`src/design/port_pkg.sv`:
```
// Purpose: constants shared by the port pin data block
// Assumes: one 200 MHz clock, async active-low reset
// Notes: register reached over the documented cpu-side access port
package port_pkg;
   localparam int unsigned PIN_COUNT = 16;
   localparam logic [27:0] PORT_PIN_DATA_ADDR = 28'h5ffffc2;
   localparam logic [27:0] WORD_ALIGN_MASK = 28'hffffffc;
   localparam logic [15:0] PORT_PIN_DATA_RESET = 16'h0000;
   // access sizes
   localparam logic [1:0] SIZE_BYTE = 2'h0;
   localparam logic [1:0] SIZE_HALF = 2'h1;
   localparam logic [1:0] SIZE_WORD = 2'h2;
   // per-pin function select codes
   localparam logic [1:0] FUNC_PORT = 2'h0;
   localparam logic [1:0] FUNC_RESERVED = 2'h1;
   localparam logic [1:0] FUNC_TIMER = 2'h2;
   localparam logic [1:0] FUNC_PATTERN = 2'h3;
endpackage

```
`src/design/pin_mux_if.sv`:
```
// Purpose: bundle between data register and pin multiplexer
// Assumes: port_pkg compiled first
// Notes: one bit per pin in every field except func_sel, which has two bits per pin
interface pin_mux_if;
   logic [15:0] stored;
   logic [15:0] direction;
   logic [31:0] func_sel;
   logic [15:0] pattern_val;
   logic [15:0] timer_val;
   logic [15:0] timer_oe;
   logic [15:0] pin_out;
   logic [15:0] pin_oe;
   modport reg_side (output stored, direction, func_sel, pattern_val,
      timer_val, timer_oe, input pin_out, pin_oe);
   modport mux_side (input stored, direction, func_sel, pattern_val,
      timer_val, timer_oe, output pin_out, pin_oe);
endinterface

```
`src/design/port_pin_data.sv`:
```
// Purpose: port pin data register with read-back and pin steering
// Assumes: inputs synchronous to clk_i; cpu access is one-cycle strobe
// Notes: only power-on reset clears the register; manual reset does not

// ============================================================
// How it works
// - sixteen-bit read/write register, bit n per pin
// - port-function output pins driven from stored data bits; timer and pattern pins from their own sources
// - direction one reads back stored bit
// - direction zero reads sampled pin level
// - input or peripheral pins: store only, pin unchanged
// - enabled pattern-output pins ignore data writes
// - power-on reset clears all bits
// - manual reset, standby, sleep keep contents
// - fixed address, byte, halfword, word accesses
// - select: 00 port, 10 timer, 11 pattern
module port_pin_data (
   input wire logic clk_i,
   input wire logic rst_b_i,
   input wire logic manual_reset_i,
   input wire logic standby_i,
   input wire logic sleep_i,
   input wire logic acc_valid_i,
   input wire logic acc_write_i,
   input wire logic [27:0] acc_addr_i,
   input wire logic [1:0] acc_size_i,
   input wire logic [31:0] acc_wdata_i,
   output logic [31:0] acc_rdata_o,
   output logic acc_hit_o,
   input wire logic [15:0] pin_direction_bits_i,
   input wire logic [31:0] pin_function_select_i,
   input wire logic [15:0] next_data_enable_i,
   input wire logic [15:0] timing_pattern_output_i,
   input wire logic [15:0] timer_out_i,
   input wire logic [15:0] timer_oe_i,
   input wire logic [15:0] pin_in_i,
   output logic [15:0] pin_out_o,
   output logic [15:0] pin_oe_o
);
   // ============================================================
   // helpers
   // two-bit select field of pin n
   function automatic logic [1:0] func_of(input logic [31:0] sel,
                                          input int n);
      return sel[2*n +: 2];
   endfunction

   // byte lanes an access covers; big-endian, so the even byte is high
   function automatic logic [15:0] lane_mask(input logic [1:0] size,
                                             input logic odd);
      logic [15:0] mask;
      mask = 16'h0000;
      case (size)
         port_pkg::SIZE_BYTE: mask = odd ? 16'h00ff : 16'hff00;
         // odd halfword is refused, never split over two lanes
         port_pkg::SIZE_HALF: mask = odd ? 16'h0000 : 16'hffff;
         port_pkg::SIZE_WORD: mask = 16'hffff;
         default: mask = 16'h0000;
      endcase
      return mask;
   endfunction

   // read data placed in the low bits of the bus
   function automatic logic [31:0] read_lane(input logic [15:0] value,
                                             input logic [1:0] size,
                                             input logic odd);
      logic [31:0] word;
      word = {16'h0000, value};
      if (size == port_pkg::SIZE_BYTE)
         word = {24'h000000, odd ? value[7:0] : value[15:8]};
      return word;
   endfunction

   // ============================================================
   // decode
   logic reg_half_addr;
   logic reg_word_addr;
   logic word_hit;
   logic half_hit;
   logic [15:0] lane_en;
   logic [15:0] lane_data;
   logic [15:0] pattern_lock;
   logic [15:0] write_mask;
   logic wr_en;
   logic rd_en;
   logic [15:0] read_value;
   logic [15:0] port_pin_data_ff;
   logic [15:0] nxt_port_pin_data;
   logic [31:0] acc_rdata_ff;
   logic [31:0] nxt_acc_rdata;

   // halfword at c2 covers bytes c2 and c3
   assign reg_half_addr = acc_addr_i[27:1] ==
      port_pkg::PORT_PIN_DATA_ADDR[27:1];
   // long access only on the aligned word; its low half is this register
   assign reg_word_addr = acc_addr_i ==
      (port_pkg::PORT_PIN_DATA_ADDR & port_pkg::WORD_ALIGN_MASK);

   always_comb begin
      half_hit = acc_valid_i && reg_half_addr &&
         acc_size_i != port_pkg::SIZE_WORD;
      word_hit = acc_valid_i && reg_word_addr &&
         acc_size_i == port_pkg::SIZE_WORD;
      lane_en = 16'h0000;
      if (half_hit || word_hit)
         lane_en = lane_mask(acc_size_i, acc_addr_i[0]);
      // byte data arrives in bits 7:0 and is copied to both lanes
      lane_data = acc_wdata_i[15:0];
      if (acc_size_i == port_pkg::SIZE_BYTE)
         lane_data = {acc_wdata_i[7:0], acc_wdata_i[7:0]};
   end

   assign acc_hit_o = |lane_en;
   assign wr_en = acc_hit_o && acc_write_i;
   assign rd_en = acc_hit_o && !acc_write_i;

   // ============================================================
   // register update
   always_comb begin
      for (int n = 0; n < port_pkg::PIN_COUNT; n++)
         pattern_lock[n] = func_of(pin_function_select_i, n) ==
            port_pkg::FUNC_PATTERN && next_data_enable_i[n];
      // other pins take the write whatever their function
      write_mask = lane_en & ~pattern_lock;
      nxt_port_pin_data = port_pin_data_ff;
      // low-power and manual reset inputs never touch the bits
      if (wr_en) begin
         nxt_port_pin_data = (port_pin_data_ff & ~write_mask) |
            (lane_data & write_mask);
      end
   end

   always_ff @(posedge clk_i or negedge rst_b_i) begin
      if (!rst_b_i)
         port_pin_data_ff <= port_pkg::PORT_PIN_DATA_RESET;
      else
         port_pin_data_ff <= nxt_port_pin_data;
   end

   // ============================================================
   // read path
   always_comb begin
      // function select plays no part in read-back
      read_value = (port_pin_data_ff & pin_direction_bits_i) |
         (pin_in_i & ~pin_direction_bits_i);
      nxt_acc_rdata = 32'h00000000;
      // data stands one cycle only; idle cycles return zero
      if (rd_en)
         nxt_acc_rdata = read_lane(read_value, acc_size_i, acc_addr_i[0]);
   end

   always_ff @(posedge clk_i or negedge rst_b_i) begin
      if (!rst_b_i)
         acc_rdata_ff <= 32'h00000000;
      else
         acc_rdata_ff <= nxt_acc_rdata;
   end

   assign acc_rdata_o = acc_rdata_ff;

   // ============================================================
   // pin multiplexer
   pin_mux_if mux_bus ();

   assign mux_bus.stored = port_pin_data_ff;
   assign mux_bus.direction = pin_direction_bits_i;
   assign mux_bus.func_sel = pin_function_select_i;
   assign mux_bus.pattern_val = timing_pattern_output_i;
   assign mux_bus.timer_val = timer_out_i;
   assign mux_bus.timer_oe = timer_oe_i;

   pin_mux u_pin_mux (
      .mux(mux_bus.mux_side)
   );

   assign pin_out_o = mux_bus.pin_out;
   assign pin_oe_o = mux_bus.pin_oe;
endmodule

```
`src/design/pin_mux.sv`:
```
// Purpose: per-pin output multiplexer for the port pins
// Assumes: select codes from port_pkg
// Notes: purely combinational; the pin sampling is done upstream
module pin_mux (
   pin_mux_if.mux_side mux
);
   always_comb begin
      for (int n = 0; n < port_pkg::PIN_COUNT; n++) begin
         logic [1:0] sel;
         sel = mux.func_sel[2*n +: 2];
         mux.pin_out[n] = 1'b0;
         mux.pin_oe[n] = 1'b0;
         case (sel)
            port_pkg::FUNC_PORT: begin
               mux.pin_out[n] = mux.stored[n];
               mux.pin_oe[n] = mux.direction[n];
            end
            port_pkg::FUNC_TIMER: begin
               // stored bit does not reach the pin
               mux.pin_out[n] = mux.timer_val[n];
               mux.pin_oe[n] = mux.timer_oe[n];
            end
            port_pkg::FUNC_PATTERN: begin
               mux.pin_out[n] = mux.pattern_val[n];
               mux.pin_oe[n] = mux.direction[n];
            end
            default: begin
               // reserved code leaves the pin undriven
               mux.pin_out[n] = 1'b0;
               mux.pin_oe[n] = 1'b0;
            end
         endcase
      end
   end
endmodule

```
`config.mk`:
```
export PLATFORM = sky130hd
export DESIGN_NAME = port_pin_data
export DESIGN_NICKNAME = d
export VERILOG_FILES = /design/src/design/port_pkg.sv /design/src/design/pin_mux_if.sv /design/src/design/port_pin_data.sv /design/src/design/pin_mux.sv
export SDC_FILE = /design/constraint.sdc
export NUM_CORES = 1
export LEC_CHECK = 0
export ABC_AREA = 0
export BUFFER_PORTS_ARGS = -buffer_cell sky130_fd_sc_hd__buf_2
export CAP_MARGIN = 20
export CORE_MARGIN = 2
export CORE_UTILIZATION = 23
export DETAILED_ROUTE_END_ITERATION = 16
export PLACE_DENSITY = 0.53
export RECOVER_POWER = 25
export SYNTH_ARGS = -nofsm -noshare
export SYNTH_HDL_FRONTEND = slang
export SYNTH_SLANG_ARGS = --single-unit
```
`constraint.sdc`:
```
create_clock -name clk_i -period 4.4 [get_ports clk_i]
set_clock_uncertainty 0.15 [all_clocks]
set_input_delay 0.22 -clock clk_i [delete_from_list [all_inputs] [get_ports clk_i]]
set_output_delay 0.22 -clock clk_i [all_outputs]
set_load 0.03 [all_outputs]
```
Word level (Yosys, flattened, before mapping)
Cells that the tools add are included.
{"block": "classes", "eq_ne": 37, "n_reduce_logical": 58, "n_mux": 40, "bitwise": 10}
{"op": "16-bit 2-to-1 mux", "n": 6}
{"op": "16-bit AND", "n": 5}
{"op": "2-bit equality test (second input constant)", "n": 33}
{"op": "16-bit NOT", "n": 3}
{"op": "1-bit one-hot mux with 3 select lines", "n": 16}
{"op": "16-bit one-hot mux with 3 select lines", "n": 1}
{"op": "2-bit logical NOT", "n": 17}
{"op": "16-bit bitwise OR", "n": 2}
{"op": "1-bit one-hot mux with 2 select lines", "n": 16}
{"op": "2-bit OR reduction", "n": 16}
{"op": "28-bit by 27-bit equality test with 1-bit output (second input constant)", "n": 1}
{"op": "27-bit by 26-bit equality test with 1-bit output (second input constant)", "n": 1}
{"op": "1-bit logical AND", "n": 22}
{"op": "16-bit OR reduction", "n": 1}
{"op": "8-bit 2-to-1 mux", "n": 1}
{"op": "2-bit by 1-bit equality test with 1-bit output (second input constant)", "n": 1}
{"op": "2-bit != test (second input constant)", "n": 1}
{"op": "1-bit logical NOT", "n": 1}
{"op": "1-bit logical OR", "n": 1}
{"block": "word_totals", "wordCells": 147, "input_bits": 197, "out_inout_bits": 65, "ff_bits": 48}

Depth between registers and ports, before layout
Gate-level depths: netlist (run 1).
{"block": "depth", "ltp_word": 9, "ltp_mapped": 7, "ltp_nobuf": 5}

By module
From an unflattened synthesis (run 1), not the netlist that was laid out.
{"block": "unflattened", "cells_unflattened": 375, "hier_area_um2": 3410.8}
{"module": "port_pin_data", "n_inst": 1, "seq_area_each_um2": 800.8, "cells_each": 199, "area_each_um2": 2029.4}
{"module": "pin_mux", "n_inst": 1, "seq_area_each_um2": 0.0, "cells_each": 176, "area_each_um2": 1381.3}

Worst setup path before layout (run 1)
OpenSTA, ideal clock, no wires.
{"block": "synth_path", "path_kind": "input to output", "from": "input port acc_addr_i[27]", "to": "output port acc_hit_o", "path_slack_ns": 2.091, "stages": 5, "path_buffers": 2, "t_required_ns": 4.030, "arrival_ns": 1.939, "path_cell_list": "nand4b_1 or4_1 buf_2 clkbuf_1 nor3_1"}
{"block": "synth_via", "elab_chain_len": 6, "elab_cells_between_ends": 9, "cone_classes": "2 x eq/ne; 1 x mux; 6 x reduce/logical"}
{"element": "start, declared", "line_no": "port_pin_data.sv:25", "rtl": "input wire logic [27:0] acc_addr_i,"}
{"element": "28-bit by 27-bit equality test with 1-bit output / 27-bit by 26-bit equality test with 1-bit output (equally long branches)", "line_no": "port_pin_data.sv:96, port_pin_data.sv:93"}
{"element": "1-bit logical AND, on equally long branches (2 in series)", "line_no": "port_pin_data.sv:102, port_pin_data.sv:100"}
{"element": "1-bit logical OR (*)", "line_no": "port_pin_data.sv:105", "rtl": "if (half_hit || word_hit)"}
{"element": "16-bit 2-to-1 mux (*)", "line_no": "port_pin_data.sv:105"}
{"element": "16-bit OR reduction (*)", "line_no": "port_pin_data.sv:113", "rtl": "assign acc_hit_o = |lane_en;"}
{"element": "end, declared", "line_no": "port_pin_data.sv:29", "rtl": "output logic acc_hit_o,"}
Every way passes the cells marked *; elsewhere a longest branch is shown, timed or not.

Final worst setup path (run 1)
{"block": "layout_path", "from": "input port acc_addr_i[27]", "to": "register acc_rdata_ff[13], in the netlist acc_rdata_o[13]"}
{"block": "layout_via", "elab_chain_len": 8, "elab_cells_between_ends": 11, "cone_classes": "2 x eq/ne; 2 x mux; 7 x reduce/logical"}
{"element": "28-bit by 27-bit equality test with 1-bit output / 27-bit by 26-bit equality test with 1-bit output (equally long branches)", "line_no": "port_pin_data.sv:96, port_pin_data.sv:93"}
{"element": "1-bit logical AND, on equally long branches (2 in series)", "line_no": "port_pin_data.sv:102, port_pin_data.sv:100"}
{"element": "1-bit logical OR (*)", "line_no": "port_pin_data.sv:105"}
{"element": "16-bit 2-to-1 mux (*)", "line_no": "port_pin_data.sv:105"}
{"element": "16-bit OR reduction (*)", "line_no": "port_pin_data.sv:113"}
{"element": "1-bit logical AND (*)", "line_no": "port_pin_data.sv:115", "rtl": "assign rd_en = acc_hit_o && !acc_write_i;"}
{"element": "16-bit 2-to-1 mux (*)", "line_no": "port_pin_data.sv:148", "rtl": "if (rd_en)"}
{"element": "named net nxt_acc_rdata[13]", "line_no": "port_pin_data.sv:90", "rtl": "logic [31:0] nxt_acc_rdata;"}
{"element": "end signal, assigned", "line_no": "port_pin_data.sv:156", "rtl": "acc_rdata_ff <= nxt_acc_rdata;"}
{"element": "end, declared", "line_no": "port_pin_data.sv:89", "rtl": "logic [31:0] acc_rdata_ff;"}
The timed path passes the listed nets; every way through them passes the cells marked *.
A chain may end at the register's enable or synchronous reset.

==> impl_summary.md, run 1 <==
Run status
The run finished, with violations left. The checks that failed: capacitance limit, slew limit.

Routing
For this run, design rule violations remaining after detail routing come to 0. The total number of vias is 3512. The detailed-route wire length is 11.6 mm. The via count normalized by instance count is 4.48. In this run, the number of DRC markers left after iteration 0 of detailed routing was 140. The pre-antenna-repair detailed-routing pass consisted of 4 iterations.

In this run the remaining antenna-violating nets after routing total 0. In the final routed layout, each cell accounts on average for 14.7 um.

Critical path
The kind of cell with the highest combined delay along the critical path is simple AND/OR/NAND/NOR gates. The required time of the critical path is 4.44 ns. The number of gates on the worst path with buffers counted is 5.

The worst-path cell with the longest stage delay is or4_1. Along the worst path, the maximum fanout reaches 18. The worst setup path is captured at a register.

In this design, the stage delay of the slowest critical-path cell is 0.91 ns. The signal on the critical path passes through buf_2, nand4b_1, or4_1, or4_4, nor3_2. Counting both buffers and inverters, the worst setup path holds a total of 1.

The nature of the critical path startpoint is an input pin. The depth of the worst register-to-register path is 4. The critical path class is input pin to register. The setup slack of the most critical reg-to-reg path is 3.11 ns. The worst register-to-register path ends at acc_rdata_o[2]. The worst path arrival time is 2.43 ns.

Timing
Headroom to the max-slew limit came out at -29.3%. The clock period could shrink to 2.39 ns. The post-route clock period utilization is 54.3%.

The max-slew violation total from the final report was 33. Final hold analysis gives a worst-case slack of 0.0418 ns. The total count of hold-check failures in the final report is 0.

The total setup violations reported at the end of the flow is 0. Setup repair after global routing left no endpoint under its margin. The final setup TNS is 0 ns.

Derived from the worst setup path, the maximum achievable clock frequency is 0.419 GHz. The measured slew at the worst slew-check pin is 1.94 ns.

Layout
The synthesis-to-finish area growth is 40.8%. The net count of the finished layout is 861. With fillers left out, the area of the finished cells amounts to 4780 um2.

Of the cells placed in the final design, the portion with a size suffix greater than 1 is 43.5%. The library cell used most frequently in the layout, excluding fill and tap cells, is buf_2. The share of the core filled with cells is 33.0%. In the layout the commonest cells are buf_2, ha_1, nand2_1. The number of antenna diodes in the final layout is 0.

Placed design
The placer congestion estimate is 0.814. The placed instances occupy a cell area of 4650 um2. Buffers placed on the I/O ports in this run total 226. After legalization and detailed placement, the total HPWL measured 9.41 mm.

GRT
The global-route wire length before repair is 17.8 mm. Across every metal layer, demand over resource in global routing totals 14.0%. The number of antenna violations at the first check in global routing is 0.

Entering global routing, the biggest net connects 33 pins. The via count of the first global-routing pass is 3608. The total global routing overflow is 0.

Clock tree
The clock sink count is 32. The CTS root buffer is clkbuf_16. In this run, CTS created clock tree buffers numbering 5. Gates resized during post-CTS repair numbered 0. CTS built an H-tree with a depth of 2. No sink is reached through more buffers than the 2 on the longest clock path. TritonCTS built the clock tree. At the later pin of the worst-skew pair, clock insertion delay measures 0.27 ns.

The clock input transition at the sequential cells of the worst setup and hold paths is 0.06 ns.

Die
The die is 126 um wide. The initial core utilization is 23.5%. The total area inside the core boundary comes to 14500 um2. The area enclosed by the die boundary is 15800 um2. The initialized floorplan defines 44 standard-cell rows. The I/O pin count is 262. From bottom edge to top edge, the die measures 126 um.

Yosys
In this run, synthesis produced a sequential element count of 32. The proportion of synthesized chip area in sequential cells is 23.6%. In the synthesized netlist, the number of instances is 378. The post-synthesis cell area is 3400 um2. The netlist uses 32 different library cells. In this run the mean area of a mapped cell was 8.99 um2. The number of warning messages in the yosys log is 0.

Power and ir drop
The worst-case IR drop observed on VDD is 0.125 mV. For this design the static power due to leakage is 2.61 nW. For this design the ratio of total power to cell area is 197 nW/um2. The total power is 942 uW.

Min path
The type of the worst min-delay path is input pin to register. The number of cells traversed by the worst hold path is 2. In this run the most critical hold path is launched from acc_wdata_i[2].

Flow run
The reported max-cap violation count is 1.
## routing by layer
metal	GRT usage, %	vias up	wire (um)
met1	16.0	1630	4590
met2	26.9	139	6140
li1	-	1737	-
met4	2.16	0	70
met3	3.17	6	758
met5	0	-	0
## worst max path at each step
| stage | from | end |
|---|---|---|
| 2_1_floorplan | acc_addr_i[27] | acc_hit_o |
| 3_3_place_gp | acc_addr_i[27] | acc_rdata_o[14] |
| 3_5_place_dp | acc_addr_i[27] | acc_rdata_o[14] |
| 4_1_cts | acc_addr_i[27] | acc_rdata_o[13] |
| 5_1_grt | rst_b_i | acc_rdata_o[14] |
| 6_report | acc_addr_i[27] | acc_rdata_o[13] |
## worst register-to-register path, delay by kind of cell (launching register included)
kind	cells	cell delay, ns
AO/OA/AOI/OAI	1	0.08
flip-flops	1	0.40
multiplexers	1	0.31
AND/OR/NAND/NOR	2	0.23
## area by class of cell
class	instances	area, um2
Fill cell	1531	9700
Multi-Input combinational cell	300	2360
Timing Repair Buffer	229	1140
Sequential cell	32	801
Tap cell	184	230
Clock buffer	6	129
Inverter	32	120
Clock inverter	1	5.00
## Yosys cell counts
cell,instances,area share [%]
nand4_1,1,0.18
o221ai_1,1,0.26
or2_2,1,0.18
or3_1,1,0.18
buf_2,1,0.15
nand3_1,16,2.4
buf_6,2,0.66
buf_1,1,0.11
nor4_1,16,2.9
conb_1,1,0.11
clkbuf_1,9,0.99
mux2i_1,9,2.7
nand3b_1,1,0.22
or4_1,1,0.22
nor2b_1,8,1.5
and4b_1,1,0.29
or4_4,1,0.33
ha_1,64,24
nor2_1,19,2.1
nor3_1,2,0.29
a21oi_1,17,2.5
a222oi_1,16,4.7
nor3_2,8,2.4
nand2b_1,16,2.9
nand2_1,40,4.4
dfrtp_1,32,24
buf_4,16,3.5
mux2_2,32,11
nand4b_1,4,1.0
inv_1,32,3.5
or4b_1,1,0.29
o21ai_0,8,1.2
## cell families (layout without fill, tap and decap cells)
logic type / after synthesis / count (layout) / share of synthesized area [%]
flip-flops: 32 / 32 / 23.6
adder cells (fa/ha/maj): 64 / 64 / 23.6
multiplexers: 41 / 41 / 13.3
AO/OA/AOI/OAI: 42 / 42 / 8.66
other: 1 / 16 / 0.110
buffers and inverters: 61 / 268 / 8.99
AND/OR/NAND/NOR: 137 / 137 / 21.8
## stage by stage
stage,worst slack [ns],instances
floorplan,2.09,393
global placement,1.73,774
detailed placement,1.71,775
CTS,1.99,783
global route,1.63,784
finish,2.01,784
## power by group
group,switching [mW],internal [mW],leakage (nW),total [mW]
logic,0.185,0.132,2.09,0.317
registers,0.00000000682,0.295,0.447,0.295
clock network,0.125,0.206,0.0667,0.330
## timing repair
action | 4_1_cts | 5_1_grt
setup buffers | 0 | 0
hold endpoints to repair | 32 | 0
hold buffers | 1 | 0
endpoints found under the setup margin | 0 | 0
Note: power is estimated with default switching activity, not from simulation.
==> inputs of run 2 (changes only) <==
--- a/config.mk
+++ b/config.mk
@@ -11,7 +11,7 @@
 export CORE_MARGIN = 2
 export CORE_UTILIZATION = 23
 export DETAILED_ROUTE_END_ITERATION = 16
-export PLACE_DENSITY = 0.53
+export PLACE_DENSITY = 0.55
 export RECOVER_POWER = 25
 export SYNTH_ARGS = -nofsm -noshare
 export SYNTH_HDL_FRONTEND = slang
==> constraint.sdc (replaced) <==
create_clock -name clk_i -period 2 [get_ports clk_i]
set_clock_uncertainty 0.15 [all_clocks]
set_input_delay 0.1 -clock clk_i [delete_from_list [all_inputs] [get_ports clk_i]]
set_output_delay 0.1 -clock clk_i [all_outputs]
set_load 0.03 [all_outputs]
==> impl_summary.md, run 2 (synthesis results as in run 1) <==
Routing
The total number of vias was 3561 (was 3512). The count of TritonRoute iterations in the first routing pass is 7 (was 4). The length of routed wiring on met1 is 4.81 mm (was 4.59 mm). The number of antenna-violating nets in the routed design was 0 (unchanged). The number of DRC violations after detailed-routing iteration 0 is 188 (was 140). The via count normalized by instance count is 4.40 (was 4.48). The detailed-route wire length is 11.3 mm (was 11.6 mm). The total met2 wirelength after detailed routing is 5.80 mm (was 6.14 mm).

The post-route DRC violation count is 0 (unchanged). The highest metal layer with signal wires is met4 (unchanged). The average wire per standard cell came to 14.0 um (was 14.7 um).

The routed length on met3 is 681 um (was 758 um).

Critical path
The critical path class is input pin to register (unchanged). The capturing element type of the critical path is a register (unchanged). The maximum fanout encountered on the critical timing path is 5 (was 18). The nature of the critical path startpoint is an input pin (unchanged). The required time of the critical path came to 2.00 ns (was 4.44 ns). The worst path arrival time is 1.80 ns (was 2.43 ns).

Layout
The synthesis-to-finish area growth was 47.5% (was 40.8%). The share of final-layout standard cells stronger than drive strength 1 came to 45.2% (was 43.5%). The number of fillers in the final layout is 1581 (was 1531). The most common cell after layout, fill and taps aside is buf_2 (unchanged).

The area taken by multi-input logic gates was 2370 um2 (was 2360 um2). The number of nets in the final layout is 885 (was 861). The area occupied by registers came to 801 um2 (unchanged). Most used cells in the layout excluding fill and tap cells: buf_2, ha_1, nand2_1 (unchanged).

Timing
The setup slack after layout is 0.199 ns (was 2.01 ns). The total count of hold-check failures in the final report came to 0 (unchanged). The max-slew violation total from the final report is 0 (was 33).

The worst-case hold slack was 0.0363 ns (was 0.0418 ns). The tightest slew margin relative to the limit is 39.9% (was -29.3%). The measured slew at the worst slew-check pin was 0.902 ns (was 1.94 ns).

The total setup violations reported at the end of the flow is 0 (unchanged). Setup repair after global routing missed its margin: false (unchanged). The routed design could run at a clock period as short as 1.80 ns.

Timing would allow up to 0.555 GHz. The post-route clock period utilization is 90.1%.

GRT
The global-route total usage across every layer is 14.1% (was 14.0%). The total global routing overflow was 0 (unchanged). The global-route wire length before repair is 18.0 mm (was 17.8 mm). The number of antenna violations at the first check in global routing is 1 (was 0).

The via count of the first global-routing pass is 3621 (was 3608). The pin count of the biggest net entering global routing is 33 (unchanged).

Die
The I/O pin count came to 262 (unchanged). The area enclosed by the die boundary came to 15800 um2 (unchanged). The floorplan row count was 44 (unchanged). The horizontal extent of the die came to 126 um (unchanged).

The core area came to 14500 um2 (unchanged). The initial core utilization is 23.5% (unchanged). The die height came to 126 um (unchanged).

Power and ir drop
The maximum vdd drop is 0.235 mV (was 0.125 mV). The leakage power figure is 2.73 nW (was 2.61 nW). The power density over the cells is 429 nW/um2 (was 197 nW/um2).

Placed design
The placed wire-length estimate after detailed placement came to 9.52 mm (was 9.41 mm). The number of I/O port buffers came to 226 (unchanged). The placer congestion estimate came to 0.794 (was 0.814). The worst slack after detailed placement came to -0.217 ns (was 1.71 ns).

Clock tree
The CTS root buffer is clkbuf_16 (unchanged). The insertion delay of the later-clocked pin in the worst-skew pair is 0.27 ns (about the same). The largest buffer count on any clock path was 2 (unchanged).

The total number of H-tree levels came to 2 (unchanged). The clock input transition at the sequential cells of the worst setup and hold paths is 0.05 ns (was 0.06 ns). The number of buffers inserted during clock tree synthesis came to 5 (unchanged). The clock sink count was 32 (unchanged). The CTS tree is built (unchanged).

Flow run
The reported max-cap violation count came to 0 (was 1).

Run status
Outcome: completed (was finished, violations left).

Min path
The type of the worst min-delay path is input pin to register (unchanged).
-- run 2: cell count changes in the layout (fill, tap and decap cells not counted), sizes merged --
cell | previous run | this run
diode | 0 | 1
buf | 211 | 227
clkbuf | 23 | 24
dlygate4sd3 | 1 | 9
clkinv | 1 | 0
-- run 2: worst paths after layout --
path / startpoint / to / slack, ns / cells after the start
setup reg to reg: register / acc_rdata_o[0] / 0.70 / 4
hold / removal: acc_wdata_i[13] / register / 0.04 / 3
hold reg to reg: register / register / 0.40 / 1
min in group asynchronous: rst_b_i / acc_rdata_o[10] / 0.34 / 2
setup / recovery: acc_addr_i[25] / register / 0.20 / 6
max in group asynchronous: rst_b_i / asynchronous set/reset pin / 0.80 / 2
-- run 2: metrics by stage --
| step | util [%] | TNS [ns] | std cells | area [um2] | total power [mW] |
|---|---|---|---|---|---|
| floorplan | - | 0 | 393 | 3470 | 1.05 |
| global placement | 33.0 | -4.18 | 792 | 4780 | 1.36 |
| detailed placement | 33.0 | -4.78 | 792 | 4780 | 1.36 |
| CTS | 34.7 | 0 | 808 | 5020 | 2.19 |
| global route | 34.6 | 0 | 809 | 5010 | 2.28 |
| finish | 34.6 | 0 | 809 | 5010 | 2.15 |
-- run 2: per-layer routing --
metal | global-route usage (%) | vias to the layer above
met4 | 2.81 | 0
met3 | 2.61 | 4
met2 | 25.7 | 142
li1 | - | 1784
met5 | 0 | -
met1 | 17.4 | 1631
-- run 2: cell type report --
type                       count  area share (%)
multi-input combinational    300            47.3
timing repair buffer         253            26.7
sequential                    32            16.0
tap                          184            4.59
clock buffer                   7            3.05
inverter                      32            2.40
antenna                        1          0.0499
-- run 2: critical path, stage by stage --
cell and delay [ns]:
buf_2 0.09, nand4b_1 0.15, or4_4 0.57, buf_4 0.18, nor4_1 0.33, mux2_2 0.37
-- run 2: timing repair --
action	4_1_cts	5_1_grt
endpoints found under the hold margin	40	0
setup endpoints to repair	0	1
gates resized for setup	0	1
hold buffers	9	0
buffers inserted	0	0
-- run 2: where the power goes --
| group | internal [mW] | switching [mW] |
|---|---|---|
| Combinational | 0.307 | 0.407 |
| Clock | 0.522 | 0.266 |
| Sequential | 0.648 | 0.0000000163 |
==> inputs of run 3 (changes only) <==
--- a/config.mk
+++ b/config.mk
@@ -15,4 +15,5 @@
 export RECOVER_POWER = 25
 export SYNTH_ARGS = -nofsm -noshare
 export SYNTH_HDL_FRONTEND = slang
+export SYNTH_HIERARCHICAL = 1
 export SYNTH_SLANG_ARGS = --single-unit
==> impl_summary.md, run 3 <==
Critical path
The worst-path cell with the longest stage delay is or3_1 (was or4_4). The worst path arrival time is 1.65 ns (was 1.80 ns). The maximum fanout encountered on the critical timing path is 17 (was 5). The depth of the worst register-to-register path was 3 (was 4). The required time of the critical path came to 2.00 ns (about the same). Critical path, cell by cell: buf_2, nand4b_1, or3_1, buf_12, nor4_1, mux2_2 (was buf_2, nand4b_1, or4_4, buf_4, nor4_1, mux2_2).

The nature of the critical path startpoint is an input pin (unchanged). The critical path class is input pin to register (unchanged). The setup slack of the most critical reg-to-reg path was 0.63 ns (was 0.70 ns). The maximum cell stage delay along the critical path is 0.45 ns (was 0.57 ns). The capturing element type of the critical path is a register (unchanged).

Power and ir drop
The maximum vdd drop is 0.256 mV (was 0.235 mV). The leakage power figure is 2.71 nW (was 2.73 nW). The total power is 2.14 mW (was 2.15 mW).

The power density over the cells is 428 nW/um2 (was 429 nW/um2).

Placed design
The placed wire-length estimate after detailed placement is 9.12 mm (was 9.52 mm). The area after detailed placement is 4780 um2 (about the same). The number of I/O port buffers is 226 (unchanged).

The placer congestion estimate is 0.779 (was 0.794).

Yosys
The number of enable flip-flop cells after synthesis came to 0 (unchanged). Area contributors post-synth: dfrtp_1, ha_1, mux2_2, nand3_1, a222oi_1 (was dfrtp_1, ha_1, mux2_2, a222oi_1, nand2_1). The share of the synthesized netlist area taken by xor and xnor gates was 0% (unchanged). The share of cell area taken by muxes after synthesis is 13.2% (was 13.3%).

The average cell area after synthesis was 9.10 um2 (was 8.99 um2). Ranking of synthesized cells by instance count: ha_1, nand3_1, dfrtp_1, inv_1, mux2_2 (was ha_1, nand2_1, dfrtp_1, inv_1, mux2_2). The number of synthesized register bits is 32 (unchanged). The largest area contributor in the netlist is dfrtp_1 (unchanged).

The dominant combinational cell family by area after synthesis was adder cells (unchanged). The number of warning messages in the yosys log is 6 (was 0). The compound-cell area share of the yosys netlist is 8.22% (was 8.66%).

The post-synthesis cell area is 3410 um2 (was 3400 um2). The proportion of synthesized chip area in sequential cells came to 23.5% (was 23.6%). The most instantiated flip-flop cell in the synthesis netlist is dfrtp_1 (unchanged). The proportion of synthesized flip-flops having asynchronous set or reset is 100% (unchanged).

The fraction of post-synthesis cell area in the top cell type by area was 23.5% (was 23.6%). The distinct cell type count after synthesis is 30 (was 32). The synthesized-area fraction occupied by and/or/nand/nor cells is 22.9% (was 21.8%). The number of standard cells after synthesis is 375 (was 378). The most numerous cell in the Yosys netlist was ha_1 (unchanged).

The area share of fa/ha/maj cells after synthesis is 23.5% (was 23.6%).

Die
The horizontal extent of the die was 126 um (about the same). The core area is 14500 um2 (about the same). The initial core utilization was 23.5% (about the same). The die height is 126 um (about the same). The area enclosed by the die boundary is 15800 um2 (about the same). The floorplan row count is 44 (unchanged). The I/O pin count is 262 (unchanged).

Clock tree
The CTS root buffer was clkbuf_16 (unchanged). The clock input transition at the sequential cells of the worst setup and hold paths is 0.05 ns (about the same). The total number of H-tree levels is 2 (unchanged). The CTS tree is built (unchanged). The largest buffer count on any clock path was 2 (unchanged). The clock sink count was 32 (unchanged). The number of buffers inserted during clock tree synthesis is 5 (unchanged). The insertion delay of the later-clocked pin in the worst-skew pair came to 0.27 ns (about the same).

Layout
The synthesis-to-finish area growth is 46.7% (was 47.5%). The most common cell after layout, fill and taps aside is buf_2 (unchanged). The final instance area is 5000 um2 (was 5010 um2). The number of fillers in the final layout came to 1584 (was 1581).

Most used cells in the layout excluding fill and tap cells: buf_2, ha_1, nand3_1 (was buf_2, ha_1, nand2_1). The number of diodes added for antenna fixing came to 0 (was 1). The share of final-layout standard cells stronger than drive strength 1 was 44.2% (was 45.2%). The number of nets in the final layout is 880 (was 885).

Routing
The post-route DRC violation count is 0 (unchanged). The number of antenna-violating nets in the routed design is 0 (unchanged). The detailed-route wire length is 10.9 mm (was 11.3 mm). The number of DRC violations after detailed-routing iteration 0 is 159 (was 188). The average wire per standard cell is 13.5 um (was 14.0 um). The via count normalized by instance count is 4.47 (was 4.40). The count of TritonRoute iterations in the first routing pass was 7 (unchanged). The total number of vias is 3594 (was 3561).

GRT
The number of antenna violations at the first check in global routing came to 0 (was 1). The global-route wire length before repair is 17.1 mm (was 18.0 mm). The total global routing overflow was 0 (unchanged).

The pin count of the biggest net entering global routing is 33 (unchanged). The via count of the first global-routing pass came to 3590 (was 3621). The global-route total usage across every layer is 13.3% (was 14.1%).

Timing
The measured slew at the worst slew-check pin is 0.874 ns (was 0.902 ns). The tightest slew margin relative to the limit was 41.7% (was 39.9%). The final setup TNS was 0 ns (unchanged). The post-route clock period utilization came to 82.5% (was 90.1%).

The fmax is 0.606 GHz (was 0.555 GHz). The final period demand of the worst path is 1.65 ns (was 1.80 ns). Setup repair after global routing missed its margin: false (unchanged). The max-slew violation total from the final report is 0 (unchanged). The total count of hold-check failures in the final report is 0 (unchanged). The total setup violations reported at the end of the flow is 0 (unchanged).

Run status
Outcome: completed (unchanged).

Min path
The number of cells traversed by the worst hold path came to 3 (unchanged). The type of the worst min-delay path is input pin to register (unchanged).

Flow run
The reported max-cap violation count came to 0 (unchanged).
==> run 3: changes by cell type in the layout (fill, tap and decap cells not counted), sizes merged, moves of 2 or more <==
cell | previous run | this run
nand3 | 16 | 33
nand2 | 40 | 24
buf | 227 | 222
nand4b | 4 | 1
and4bb | 0 | 2
clkbuf | 24 | 26
nor2 | 19 | 17
nor3b | 0 | 2
==> run 3: report_power, final <==
part	switching, mW	internal [mW]
Combinational	0.415	0.311
Sequential	0.0000000131	0.648
Clock	0.269	0.496
==> run 3: timing repair <==
| action | in CTS | in global routing |
|---|---|---|
| setup endpoints to repair | 0 | 0 |
| hold endpoints to repair | 41 | 0 |
| buffers inserted | 0 | 0 |
| hold buffers | 10 | 0 |
| resized for setup | 0 | 0 |
==> run 3: path summary, 6_finish.rpt <==
check                               startpoint                          to
worst min register to register        register                    register
worst max-delay path            acc_addr_i[25]                    register
worst max register to register        register              acc_rdata_o[4]
max in group asynchronous              rst_b_i  asynchronous set/reset pin
worst min-delay path              pin_in_i[15]             acc_rdata_o[15]
min in group asynchronous              rst_b_i              acc_rdata_o[6]
==> run 3: cell type report <==
cell class                 instances  area, um2  area share, %
multi-input combinational        298       2380           47.5
timing repair buffer             250       1330           26.5
sequential                        32        801           16.0
tap                              184        230           4.60
clock buffer                       8        146           2.92
inverter                          32        120           2.40
==> run 3: cells by family (layout without fill, tap and decap cells) <==
group	Yosys count	count (layout)
and+or+nand+nor	137	137
muxes	41	41
other	1	16
adders and majority gates	64	64
DFF	32	32
buffers and inverters	60	290
AOI/OAI and AO/OA	40	40
==> run 3: metrics by stage <==
step	instances	hold WS (ns)	setup slack [ns]	utilization (%)
4_1_cts	804	0.0155	0.315	34.6
6_report	804	0.0176	0.349	34.4
3_5_place_dp	786	0.0934	0.0274	32.9
2_1_floorplan	390	-0.346	0.160	-
5_1_grt	804	0.0449	0.220	34.4
3_3_place_gp	786	0.0888	0.0374	32.9
==> run 3: critical path, delay by kind of cell <==
kind	cells	cell delay, ns
mux	1	0.37
simple gates	3	0.90
buf+inv	2	0.28
==> run 3: routing by layer <==
metal	global-route usage, %	vias up	share of wire (%)
li1	-	1786	-
met4	2.00	0	0.79
met3	2.72	7	7.4
met5	0	-	0
met2	23.3	165	48
met1	17.1	1636	44
